==> config.mk <==
export PLATFORM = sky130hd
export DESIGN_NAME = omi_mode_indicator
export DESIGN_NICKNAME = d
export VERILOG_FILES = /design/src/pkg/omi_pkg.sv /design/src/pkg/omi_flash_if.sv /design/src/logic/omi_flash_gen.sv /design/src/logic/omi_mode_indicator.sv
export VERILOG_INCLUDE_DIRS = /design/src /design/src/pkg
export SDC_FILE = /design/constraint.sdc
export NUM_CORES = 1
export LEC_CHECK = 0
export BUFFER_PORTS_ARGS = -buffer_cell sky130_fd_sc_hd__buf_4
export CORE_ASPECT_RATIO = 0.9
export CORE_MARGIN = 5
export CORE_UTILIZATION = 30
export CTS_CLUSTER_DIAMETER = 150
export DETAILED_ROUTE_END_ITERATION = 10
export PLACE_DENSITY = 0.49
export SYNTH_ARGS = -nofsm -noshare
export SYNTH_HDL_FRONTEND = slang
export SYNTH_SLANG_ARGS = --single-unit
==> constraint.sdc <==
create_clock -name mclk -period 2 [get_ports mclk]
set_clock_uncertainty 0.05 [all_clocks]
set_input_delay 0.4 -clock mclk [delete_from_list [all_inputs] [get_ports mclk]]
set_output_delay 0.4 -clock mclk [all_outputs]
set_load 0.02 [all_outputs]
==> src/pkg/omi_defines.svh <==
// Purpose: offsets, field positions, reset values and timing counts of the mode indicator
// Assumes: 50 MHz mclk
// Notes: definitions only
`ifndef OMI_DEFINES_SVH
`define OMI_DEFINES_SVH

// ****************************************
// register map (byte addresses)
// ****************************************
`define OMI_ADDR_W 5
`define OMI_REG_CTRL 5'h00
`define OMI_REG_STATUS 5'h04
`define OMI_REG_OBCALL 5'h08
`define OMI_REG_IRQ_STAT 5'h0C
`define OMI_REG_IRQ_MASK 5'h10

// ****************************************
// control word bits
// ****************************************
`define OMI_CTRL_START 0
`define OMI_CTRL_STARTUP_DONE 1
`define OMI_CTRL_STOP 2
`define OMI_CTRL_PROG_STOP 3
`define OMI_CTRL_RUN_ERR 4
`define OMI_CTRL_OVR_RESET 5
`define OMI_CTRL_HALT_INSTR 6
`define OMI_CTRL_TEST_ACTIVE 7
`define OMI_CTRL_TEST_END 8

// ****************************************
// status word fields
// ****************************************
`define OMI_STAT_MODE_LSB 0
`define OMI_STAT_PAT_LSB 2
`define OMI_STAT_CAUSE_LSB 4
`define OMI_STAT_ODC 9
`define OMI_STAT_TEST 10
`define OMI_CAUSE_W 5

// ****************************************
// interrupt bits and reset values
// ****************************************
`define OMI_IRQ_W 3
`define OMI_IRQ_MODE 0
`define OMI_IRQ_HARD 1
`define OMI_IRQ_OBREJ 2
`define OMI_IRQ_MASK_RST 3'h0
`define OMI_OB_W 6
`define OMI_OB_MIN 6'h01
`define OMI_OB_MAX 6'h23

// ****************************************
// timing
// ****************************************
`define OMI_CLK_MHZ 50
`define OMI_SLOW_HALF_US 250000
`define OMI_FAST_HALF_US 62500
`define OMI_SLOW_HALF_CYC (`OMI_SLOW_HALF_US * `OMI_CLK_MHZ)
`define OMI_FAST_HALF_CYC (`OMI_FAST_HALF_US * `OMI_CLK_MHZ)
`define OMI_FLASH_CNT_W 24
`define OMI_SETTLE_CYC 2'h3

`endif

==> src/pkg/omi_pkg.sv <==
// Purpose: types of the mode indicator
// Assumes: nothing
// Notes: constants live in omi_defines.svh
`default_nettype none
package omi_pkg;
  typedef enum logic [1:0] {mode_startup, mode_run, mode_soft_stop, mode_hard_stop} omi_mode_type;
  typedef enum logic [1:0] {pat_steady, pat_slow, pat_fast} omi_pattern_type;
endpackage
`default_nettype wire

==> src/pkg/omi_flash_if.sv <==
// Purpose: flash phases from the divider to the mode logic
// Assumes: single mclk domain
// Notes: none
`default_nettype none
interface omi_flash_if;
  logic slow_phase;
  logic fast_phase;
  modport gen (output slow_phase, output fast_phase);
  modport sink (input slow_phase, input fast_phase);
endinterface
`default_nettype wire

==> src/logic/omi_flash_gen.sv <==
// Purpose: slow and fast square waves for the stop indicator
// Assumes: half periods fit the counter width
// Notes: 4:1 rate ratio keeps the patterns easy to tell apart
`include "omi_defines.svh"
`default_nettype none
module omi_flash_gen #(
  parameter int SLOW_HALF_CYC = `OMI_SLOW_HALF_CYC,
  parameter int FAST_HALF_CYC = `OMI_FAST_HALF_CYC
)
(
  input wire logic mclk,
  input wire logic resetn,
  omi_flash_if.gen flash
);
  localparam logic [`OMI_FLASH_CNT_W-1:0] SLOW_LAST = `OMI_FLASH_CNT_W'(SLOW_HALF_CYC - 1);
  localparam logic [`OMI_FLASH_CNT_W-1:0] FAST_LAST = `OMI_FLASH_CNT_W'(FAST_HALF_CYC - 1);
  logic [`OMI_FLASH_CNT_W-1:0] slow_cnt_r, slow_cnt_nxt, fast_cnt_r, fast_cnt_nxt;
  logic slow_r, slow_nxt, fast_r, fast_nxt;

  always_comb
  begin
    slow_cnt_nxt = slow_cnt_r + `OMI_FLASH_CNT_W'(1);
    slow_nxt = slow_r;
    fast_cnt_nxt = fast_cnt_r + `OMI_FLASH_CNT_W'(1);
    fast_nxt = fast_r;
    if (slow_cnt_r == SLOW_LAST)
    begin
      slow_cnt_nxt = '0;
      slow_nxt = !slow_r;
    end
    if (fast_cnt_r == FAST_LAST)
    begin
      fast_cnt_nxt = '0;
      fast_nxt = !fast_r;
    end
  end

  always_ff @(posedge mclk or negedge resetn)
  begin
    if (!resetn)
    begin
      slow_cnt_r <= '0;
      fast_cnt_r <= '0;
      slow_r <= 1'b0;
      fast_r <= 1'b0;
    end
    else
    begin
      slow_cnt_r <= slow_cnt_nxt;
      fast_cnt_r <= fast_cnt_nxt;
      slow_r <= slow_nxt;
      fast_r <= fast_nxt;
    end
  end

  assign flash.slow_phase = slow_r;
  assign flash.fast_phase = fast_r;
endmodule
`default_nettype wire

==> src/logic/omi_mode_indicator.sv <==
// Purpose: operating-mode tracker, front-panel indicators and output-disable command
// Assumes: Avalon-MM slave on mclk; panel and fault pins are asynchronous
// Notes: one answer per request, waitrequest low for exactly one cycle
// Notes on behaviour
// - the block is always in exactly one of start-up, run, soft stop or hard stop.
// - in start-up or while a program test runs, run, stop and fault lamps stay dark.
// - in run the run lamp is lit steadily and the stop and fault lamps are dark.
// - power-up at stop without init error, a multiprocessor halt or a stop command give soft stop, steady lamp.
// - an unhandled run error, a program stop statement or the end of a program test give soft stop, slow flash.
// - an overall reset gives soft stop with the stop lamp flashing fast.
// - hard stop lights only the fault lamp and runs no program.
// - hard stop is left only by a power cycle.
// - hard-stop instruction, OS memory timeout or parity error, interrupt stack overflow or serious error force hard stop.
// - in start-up and run an event calls organization block 1 to 35.
// - the output-disable command is off in run and on in stop and start-up.
`include "omi_defines.svh"
`default_nettype none
module omi_mode_indicator #(
  parameter int SLOW_HALF_CYC = `OMI_SLOW_HALF_CYC,
  parameter int FAST_HALF_CYC = `OMI_FAST_HALF_CYC
)
(
  input wire logic mclk,
  input wire logic resetn,
  input wire logic [`OMI_ADDR_W-1:0] avs_address,
  input wire logic avs_read,
  input wire logic avs_write,
  input wire logic [31:0] avs_writedata,
  output logic [31:0] avs_readdata,
  output logic avs_waitrequest,
  input wire logic selector_stop,
  input wire logic multiprocessor_halt,
  input wire logic init_error,
  input wire logic os_mem_timeout,
  input wire logic os_mem_parity,
  input wire logic interrupt_stack_overflow,
  input wire logic serious_system_error,
  output logic run_indicator,
  output logic stop_indicator,
  output logic system_fault_indicator,
  output logic output_disable_command,
  output logic organization_block_call,
  output logic [`OMI_OB_W-1:0] organization_block_number,
  output logic irq
);

  function automatic logic is_active(input omi_pkg::omi_mode_type m);
    is_active = (m == omi_pkg::mode_startup) || (m == omi_pkg::mode_run);
  endfunction

  // ****************************************
  // pin synchronisers
  // ****************************************
  logic [6:0] sync1_r, sync2_r;
  logic sel_stop_s, mp_halt_s, init_err_s;
  logic [3:0] hard_pins;

  always_ff @(posedge mclk or negedge resetn)
  begin
    if (!resetn)
    begin
      sync1_r <= 7'h00;
      sync2_r <= 7'h00;
    end
    else
    begin
      sync1_r <= {selector_stop, multiprocessor_halt, init_error, os_mem_timeout, os_mem_parity,
                  interrupt_stack_overflow, serious_system_error};
      sync2_r <= sync1_r;
    end
  end

  assign sel_stop_s = sync2_r[6];
  assign mp_halt_s = sync2_r[5];
  assign init_err_s = sync2_r[4];
  assign hard_pins = sync2_r[3:0];

  // ****************************************
  // bus slave
  // ****************************************
  logic wait_r, wait_nxt;
  logic [31:0] rdata_r, rdata_nxt;
  logic acc_wr, acc_rd;
  logic [31:0] cmd;
  omi_pkg::omi_mode_type mode_r, mode_nxt;
  omi_pkg::omi_pattern_type pat_r, pat_nxt;
  logic [`OMI_CAUSE_W-1:0] cause_r, cause_nxt, hard_cause;
  logic [1:0] settle_r, settle_nxt;
  logic pwr_done_r, pwr_done_nxt, test_r, test_nxt;
  logic [`OMI_IRQ_W-1:0] stat_r, stat_nxt, mask_r, mask_nxt, ev, clr;
  logic ob_wr, ob_ok;

  // request is answered one cycle after it is seen
  assign acc_wr = avs_write && !wait_r;
  assign acc_rd = avs_read && !wait_r;
  assign cmd = (acc_wr && avs_address == `OMI_REG_CTRL) ? avs_writedata : 32'h0000_0000;

  always_comb
  begin
    wait_nxt = !((avs_read || avs_write) && wait_r);
    rdata_nxt = rdata_r;
    if (avs_read && wait_r)
    begin
      rdata_nxt = 32'h0000_0000;
      case (avs_address)
        `OMI_REG_CTRL: rdata_nxt[`OMI_CTRL_TEST_ACTIVE] = test_r;
        `OMI_REG_STATUS:
        begin
          rdata_nxt[`OMI_STAT_MODE_LSB +: 2] = mode_r;
          rdata_nxt[`OMI_STAT_PAT_LSB +: 2] = pat_r;
          rdata_nxt[`OMI_STAT_CAUSE_LSB +: `OMI_CAUSE_W] = cause_r;
          rdata_nxt[`OMI_STAT_ODC] = output_disable_command;
          rdata_nxt[`OMI_STAT_TEST] = test_r;
        end
        `OMI_REG_OBCALL: rdata_nxt[`OMI_OB_W-1:0] = organization_block_number;
        `OMI_REG_IRQ_STAT: rdata_nxt[`OMI_IRQ_W-1:0] = stat_r;
        `OMI_REG_IRQ_MASK: rdata_nxt[`OMI_IRQ_W-1:0] = mask_r;
        default: rdata_nxt = 32'h0000_0000;
      endcase
    end
  end

  always_ff @(posedge mclk or negedge resetn)
  begin
    if (!resetn)
    begin
      wait_r <= 1'b1;
      rdata_r <= 32'h0000_0000;
    end
    else
    begin
      wait_r <= wait_nxt;
      rdata_r <= rdata_nxt;
    end
  end

  assign avs_waitrequest = wait_r;
  assign avs_readdata = rdata_r;

  // ****************************************
  // operating mode
  // ****************************************
  assign hard_cause = {hard_pins, cmd[`OMI_CTRL_HALT_INSTR]};

  always_comb
  begin
    mode_nxt = mode_r;
    pat_nxt = pat_r;
    cause_nxt = cause_r;
    settle_nxt = settle_r;
    pwr_done_nxt = pwr_done_r;
    test_nxt = test_r;
    if (acc_wr && avs_address == `OMI_REG_CTRL)
    begin
      test_nxt = avs_writedata[`OMI_CTRL_TEST_ACTIVE] && !avs_writedata[`OMI_CTRL_TEST_END];
    end
    if (!pwr_done_r)
    begin
      settle_nxt = settle_r + 2'h1;
    end
    if (mode_r != omi_pkg::mode_hard_stop)
    begin
      if (|hard_cause)
      begin
        mode_nxt = omi_pkg::mode_hard_stop;
        cause_nxt = hard_cause;
        test_nxt = 1'b0;
      end
      else if (cmd[`OMI_CTRL_OVR_RESET])
      begin
        mode_nxt = omi_pkg::mode_soft_stop;
        pat_nxt = omi_pkg::pat_fast;
      end
      // power-up selector check, once the pins have settled
      else if (!pwr_done_r && settle_r == `OMI_SETTLE_CYC)
      begin
        pwr_done_nxt = 1'b1;
        if (init_err_s || sel_stop_s)
        begin
          mode_nxt = omi_pkg::mode_soft_stop;
          pat_nxt = init_err_s ? omi_pkg::pat_slow : omi_pkg::pat_steady;
        end
      end
      // error, stop statement, end of test
      else if (cmd[`OMI_CTRL_TEST_END] || (is_active(mode_r) &&
               (cmd[`OMI_CTRL_PROG_STOP] || (mode_r == omi_pkg::mode_run && cmd[`OMI_CTRL_RUN_ERR]))))
      begin
        mode_nxt = omi_pkg::mode_soft_stop;
        pat_nxt = omi_pkg::pat_slow;
      end
      // stop command, selector or multiprocessor halt
      else if (is_active(mode_r) && pwr_done_r && (cmd[`OMI_CTRL_STOP] || sel_stop_s || mp_halt_s))
      begin
        mode_nxt = omi_pkg::mode_soft_stop;
        pat_nxt = omi_pkg::pat_steady;
      end
      else
      begin
        unique case (mode_r)
          omi_pkg::mode_startup:
          begin
            if (pwr_done_r && cmd[`OMI_CTRL_STARTUP_DONE])
            begin
              mode_nxt = omi_pkg::mode_run;
            end
          end
          omi_pkg::mode_soft_stop:
          begin
            // start-up stays possible from any soft stop
            if (cmd[`OMI_CTRL_START] && !sel_stop_s && !mp_halt_s)
            begin
              mode_nxt = omi_pkg::mode_startup;
            end
          end
          omi_pkg::mode_run: mode_nxt = mode_r;
          omi_pkg::mode_hard_stop: mode_nxt = mode_r;
        endcase
      end
    end
    else
    begin
      test_nxt = 1'b0;
    end
  end

  always_ff @(posedge mclk or negedge resetn)
  begin
    if (!resetn)
    begin
      mode_r <= omi_pkg::mode_startup;
      pat_r <= omi_pkg::pat_steady;
      cause_r <= 5'h00;
      settle_r <= 2'h0;
      pwr_done_r <= 1'b0;
      test_r <= 1'b0;
    end
    else
    begin
      mode_r <= mode_nxt;
      pat_r <= pat_nxt;
      cause_r <= cause_nxt;
      settle_r <= settle_nxt;
      pwr_done_r <= pwr_done_nxt;
      test_r <= test_nxt;
    end
  end

  // ****************************************
  // indicators and organization block calls
  // ****************************************
  omi_flash_if flash_bus();

  omi_flash_gen #(
    .SLOW_HALF_CYC(SLOW_HALF_CYC),
    .FAST_HALF_CYC(FAST_HALF_CYC)
  )
  u_flash (
    .mclk(mclk),
    .resetn(resetn),
    .flash(flash_bus)
  );

  logic run_nxt, stop_nxt, fault_nxt, odc_nxt, ob_call_nxt;
  logic [`OMI_OB_W-1:0] ob_num_nxt;

  assign ob_wr = acc_wr && avs_address == `OMI_REG_OBCALL;
  assign ob_ok = is_active(mode_r) && avs_writedata[`OMI_OB_W-1:0] >= `OMI_OB_MIN
                 && avs_writedata[`OMI_OB_W-1:0] <= `OMI_OB_MAX;

  always_comb
  begin
    // start-up and program test stay dark
    run_nxt = mode_r == omi_pkg::mode_run && !test_r;
    stop_nxt = 1'b0;
    if (mode_r == omi_pkg::mode_soft_stop && !test_r)
    begin
      unique case (pat_r)
        omi_pkg::pat_steady: stop_nxt = 1'b1;
        omi_pkg::pat_slow: stop_nxt = flash_bus.slow_phase;
        omi_pkg::pat_fast: stop_nxt = flash_bus.fast_phase;
        default: stop_nxt = 1'b1;
      endcase
    end
    // fault lamp alone in hard stop
    fault_nxt = mode_r == omi_pkg::mode_hard_stop;
    odc_nxt = mode_r != omi_pkg::mode_run;
    // call only from start-up or run
    ob_call_nxt = ob_wr && ob_ok;
    ob_num_nxt = ob_call_nxt ? avs_writedata[`OMI_OB_W-1:0] : organization_block_number;
  end

  always_ff @(posedge mclk or negedge resetn)
  begin
    if (!resetn)
    begin
      run_indicator <= 1'b0;
      stop_indicator <= 1'b0;
      system_fault_indicator <= 1'b0;
      output_disable_command <= 1'b1;
      organization_block_call <= 1'b0;
      organization_block_number <= 6'h00;
    end
    else
    begin
      run_indicator <= run_nxt;
      stop_indicator <= stop_nxt;
      system_fault_indicator <= fault_nxt;
      output_disable_command <= odc_nxt;
      organization_block_call <= ob_call_nxt;
      organization_block_number <= ob_num_nxt;
    end
  end

  // ****************************************
  // interrupt status and mask
  // ****************************************
  logic irq_nxt;

  always_comb
  begin
    ev = 3'h0;
    ev[`OMI_IRQ_MODE] = mode_nxt != mode_r;
    ev[`OMI_IRQ_HARD] = mode_nxt == omi_pkg::mode_hard_stop && mode_r != omi_pkg::mode_hard_stop;
    ev[`OMI_IRQ_OBREJ] = ob_wr && !ob_ok;
    // only bits already returned are cleared, so a fresh event survives the read
    clr = (acc_rd && avs_address == `OMI_REG_IRQ_STAT) ? rdata_r[`OMI_IRQ_W-1:0] : 3'h0;
    stat_nxt = (stat_r & ~clr) | ev;
    mask_nxt = (acc_wr && avs_address == `OMI_REG_IRQ_MASK) ? avs_writedata[`OMI_IRQ_W-1:0] : mask_r;
    irq_nxt = |(stat_nxt & mask_nxt);
  end

  always_ff @(posedge mclk or negedge resetn)
  begin
    if (!resetn)
    begin
      stat_r <= 3'h0;
      mask_r <= `OMI_IRQ_MASK_RST;
      irq <= 1'b0;
    end
    else
    begin
      stat_r <= stat_nxt;
      mask_r <= mask_nxt;
      irq <= irq_nxt;
    end
  end
endmodule
`default_nettype wire

==> flow_metrics.py <==
metrics = {
    "outcome": {
        "status": "complete, no violations",
    },
    "cells_and_area": {
        "final_cells": 773,
        "drive_gt1_share_pct": 24.7,
        "antenna_cells": 0,
        "areaGrowthSynthToFinish_pct": 24.9,
        "fillers": 1584,
        "finalNetCount": 614,
    },
    "worst_setup_path": {
        "setup.worst_path.class": "reg2reg",
        "required_ns": 2.18,
        "cp.arrival_ns": 2.08,
        "start_kind": "flop",
        "cp_max_fo": 6,
        "endpoint_kind": "flop",
    },
    "clocking": {
        "cts_buffers": 9,
        "h-tree-depth": 3,
        "cts_tree": "done",
        "root_buffer": "clkbuf_16",
        "clock_latency_ns": 0.35,
        "cts.sinks": 107,
        "clk_pin_slew_ns": 0.07,
        "cts_buffer_depth": 2,
    },
    "timing": {
        "maxSlewViolCount": 0,
        "min_period_ns": 1.90,
        "hold_viol": 0,
        "fin_crit_sh_pct": 95.0,
        "rsz0062_at_grt": "yes",
        "setup_tns_ns": 0,
        "finalSetupViolCount": 0,
        "fmax_mhz": 526,
    },
    "drt": {
        "vias": 3535,
        "drt_pass1_iterations": 4,
        "routedWlPerCell_um": 13.6,
        "drt-initial-drc-count": 142,
        "wl_um": 10500,
        "routed_via_density": 4.57,
        "ant_nets": 0,
        "drc": 0,
    },
    "synth": {
        "netlist_area_um2": 4940,
        "synth.area.top_cells": "dfrtp_1, nand2_1, xor2_1",
        "ys_warn_count": 0,
        "ys.flop_type": "dfrtp_1",
        "synth_top_cell_by_area": "dfrtp_1",
        "syn-mean-instance-area_um2": 10.6,
        "yosysSeqAreaShare_pct": 54.3,
        "synth_async_sr_flop_share_pct": 100,
        "synth_cell_types": 59,
        "synth_seq_cells": 107,
        "synth_top_area_share_pct": 53.2,
        "synth_edf_count": 0,
        "postSynthCellCount": 468,
    },
    "power_and_ir_drop": {
        "powerDensity_nw_per_um2": 717,
        "leakage_uw": 0.00285,
        "vdd_drop_max_mv": 0.439,
    },
    "grt": {
        "grt_usage_pct": 11.6,
        "grt_pass1_wl_um": 18200,
        "antenna_found_initial": 0,
        "grt_pass1_vias": 3610,
        "grt_start_max_net_pins": 46,
        "overflow": 0,
    },
    "placed_design": {
        "gp_congestion": 0.849,
        "dp_hpwl_um": 7860,
        "port_buffers": 48,
        "place.detailed.instances": 753,
    },
    "floorplan": {
        "die-area_um2": 19100,
        "core-area_um2": 16100,
        "num_io_pins": 93,
        "fp.dieW_um": 145,
        "start_util_pct": 30.6,
        "placementRows": 44,
        "die_h_um": 132,
    },
    "min_path": {
        "hold_class": "in2reg",
    },
    "flow_run": {
        "cap_violations": 0,
    },
}
[logic make-up (layout without fill, tap and decap cells)]
logic type	count (synthesis)	after routing	share of synthesized area, %
other	1	21	0.0759
AND/OR/NAND/NOR	200	200	20.6
buffers and inverters	41	119	4.99
multiplexers	12	12	2.66
AO/OA/AOI/OAI	60	60	8.69
adder cells (fa/ha/maj)	5	5	1.27
XOR/XNOR	42	42	7.45
flip-flops	107	107	54.3
[metal layers]
| layer | vias to the layer above | share of wire (%) | wire (um) | track usage (%) |
|---|---|---|---|---|
| li1 | 1756 | - | - | - |
| met4 | 0 | 1.4 | 145 | 3.73 |
| met5 | - | 0 | 0 | 0 |
| met3 | 9 | 4.8 | 510 | 4.03 |
| met1 | 1700 | 49 | 5110 | 15.8 |
| met2 | 70 | 45 | 4750 | 17.2 |
[area by class of cell]
type	instances	area [um^2]	area share [%]
sequential	107	2680	43.5
tap	207	259	4.20
inverter	10	37.5	0.609
multi-input combinational	340	2140	34.7
clock buffer	12	236	3.83
timing repair buffer	93	738	12.0
clock inverter	4	76.3	1.24
[metrics by stage]
stage	util [%]	hold WS, ns	cell area, um^2	power (uW)	worst slack, ns
6_report	38.2	0.104	6170	4420	0.100
2_1_floorplan	-	0.0544	5020	2440	0.0195
3_3_place_gp	35.8	0.285	5770	2580	-0.0998
4_1_cts	37.8	0.0852	6100	4490	0.0284
5_1_grt	38.2	0.0799	6170	4620	-0.0267
3_5_place_dp	35.8	0.285	5770	2580	-0.105
[state kept, by name, indices dropped and copies added (netlist names), 2 cells and up]
name                       cells
sync2_r                        7
u_flash.fast_cnt_r            24
cause_r                        5
pat_r                          2
mode_r                         2
organization_block_number      6
settle_r                       2
stat_r                         3
u_flash.slow_cnt_r            24
avs_readdata                  11
sync1_r                        7
mask_r                         3
[worst max-delay path, cell delays in order (launching register included)]
cell and delay, ns:
dfrtp_1 0.38, nor4_2 0.27, buf_4 0.15, nand2_1 0.06, o21a_1 0.20, buf_12 0.14
a21oi_4 0.12, o211ai_2 0.11, a221o_1 0.30
[placed cells by master, fill, tap and decap left out, drive strengths merged, types with 16 or more instances in the layout]
cell type and instances:
dfrtp 105, buf 92, nand2 70, nor2 41
xor2 26, conb 21, nand3 21, o21ai 19
xnor2 16
[cell usage after synthesis, types with 4 or more instances]
cell type and count:
a21o_1 4, a22o_1 4, mux2_2 8, inv_1 10, a21oi_1 9, nand2_1 70
nand4_1 12, nand3_1 20, xor2_1 26, nor2b_1 5, o21ai_0 18, and3_1 8
nor4b_1 4, dfrtp_1 105, xnor2_1 16, ha_1 5, nor2_1 41, nor3_1 10
and2_1 7, buf_4 22, a221o_1 4, clkbuf_1 6
[report_power, final]
group / total, uW / switching [uW] / internal (uW)
clock: 1880 / 778 / 1100
combinational: 305 / 179 / 126
sequential: 2240 / 26.6 / 2210
[final timing paths]
kind	slack [ns]	endpoint	cells past startpoint	startpoint
worst max-delay path	0.10	irq$_DFF_PN0_	8	sync2_r[2]$_DFF_PN0_
worst min-delay path	0.10	sync1_r[2]$_DFF_PN0_	1	os_mem_parity
worst max register to register	0.10	irq$_DFF_PN0_	8	sync2_r[2]$_DFF_PN0_
worst min register to register	0.30	sync2_r[5]$_DFF_PN0_	0	sync1_r[5]$_DFF_PN0_
max in group asynchronous	0.87	output_disable_command$_DFF_PN1_	3	resetn
min in group asynchronous	0.47	avs_readdata[4]$_DFFE_PN0P_	2	resetn
[repair_timing]
item | 4_1_cts | 5_1_grt
hold buffers | 1 | 0
pin swaps | 0 | 2
endpoints found under the setup margin | 1 | 7
setup buffers | 0 | 3
resized for setup | 2 | 7
endpoints found under the hold margin | 23 | 0
(Power assumes the default switching activity.)
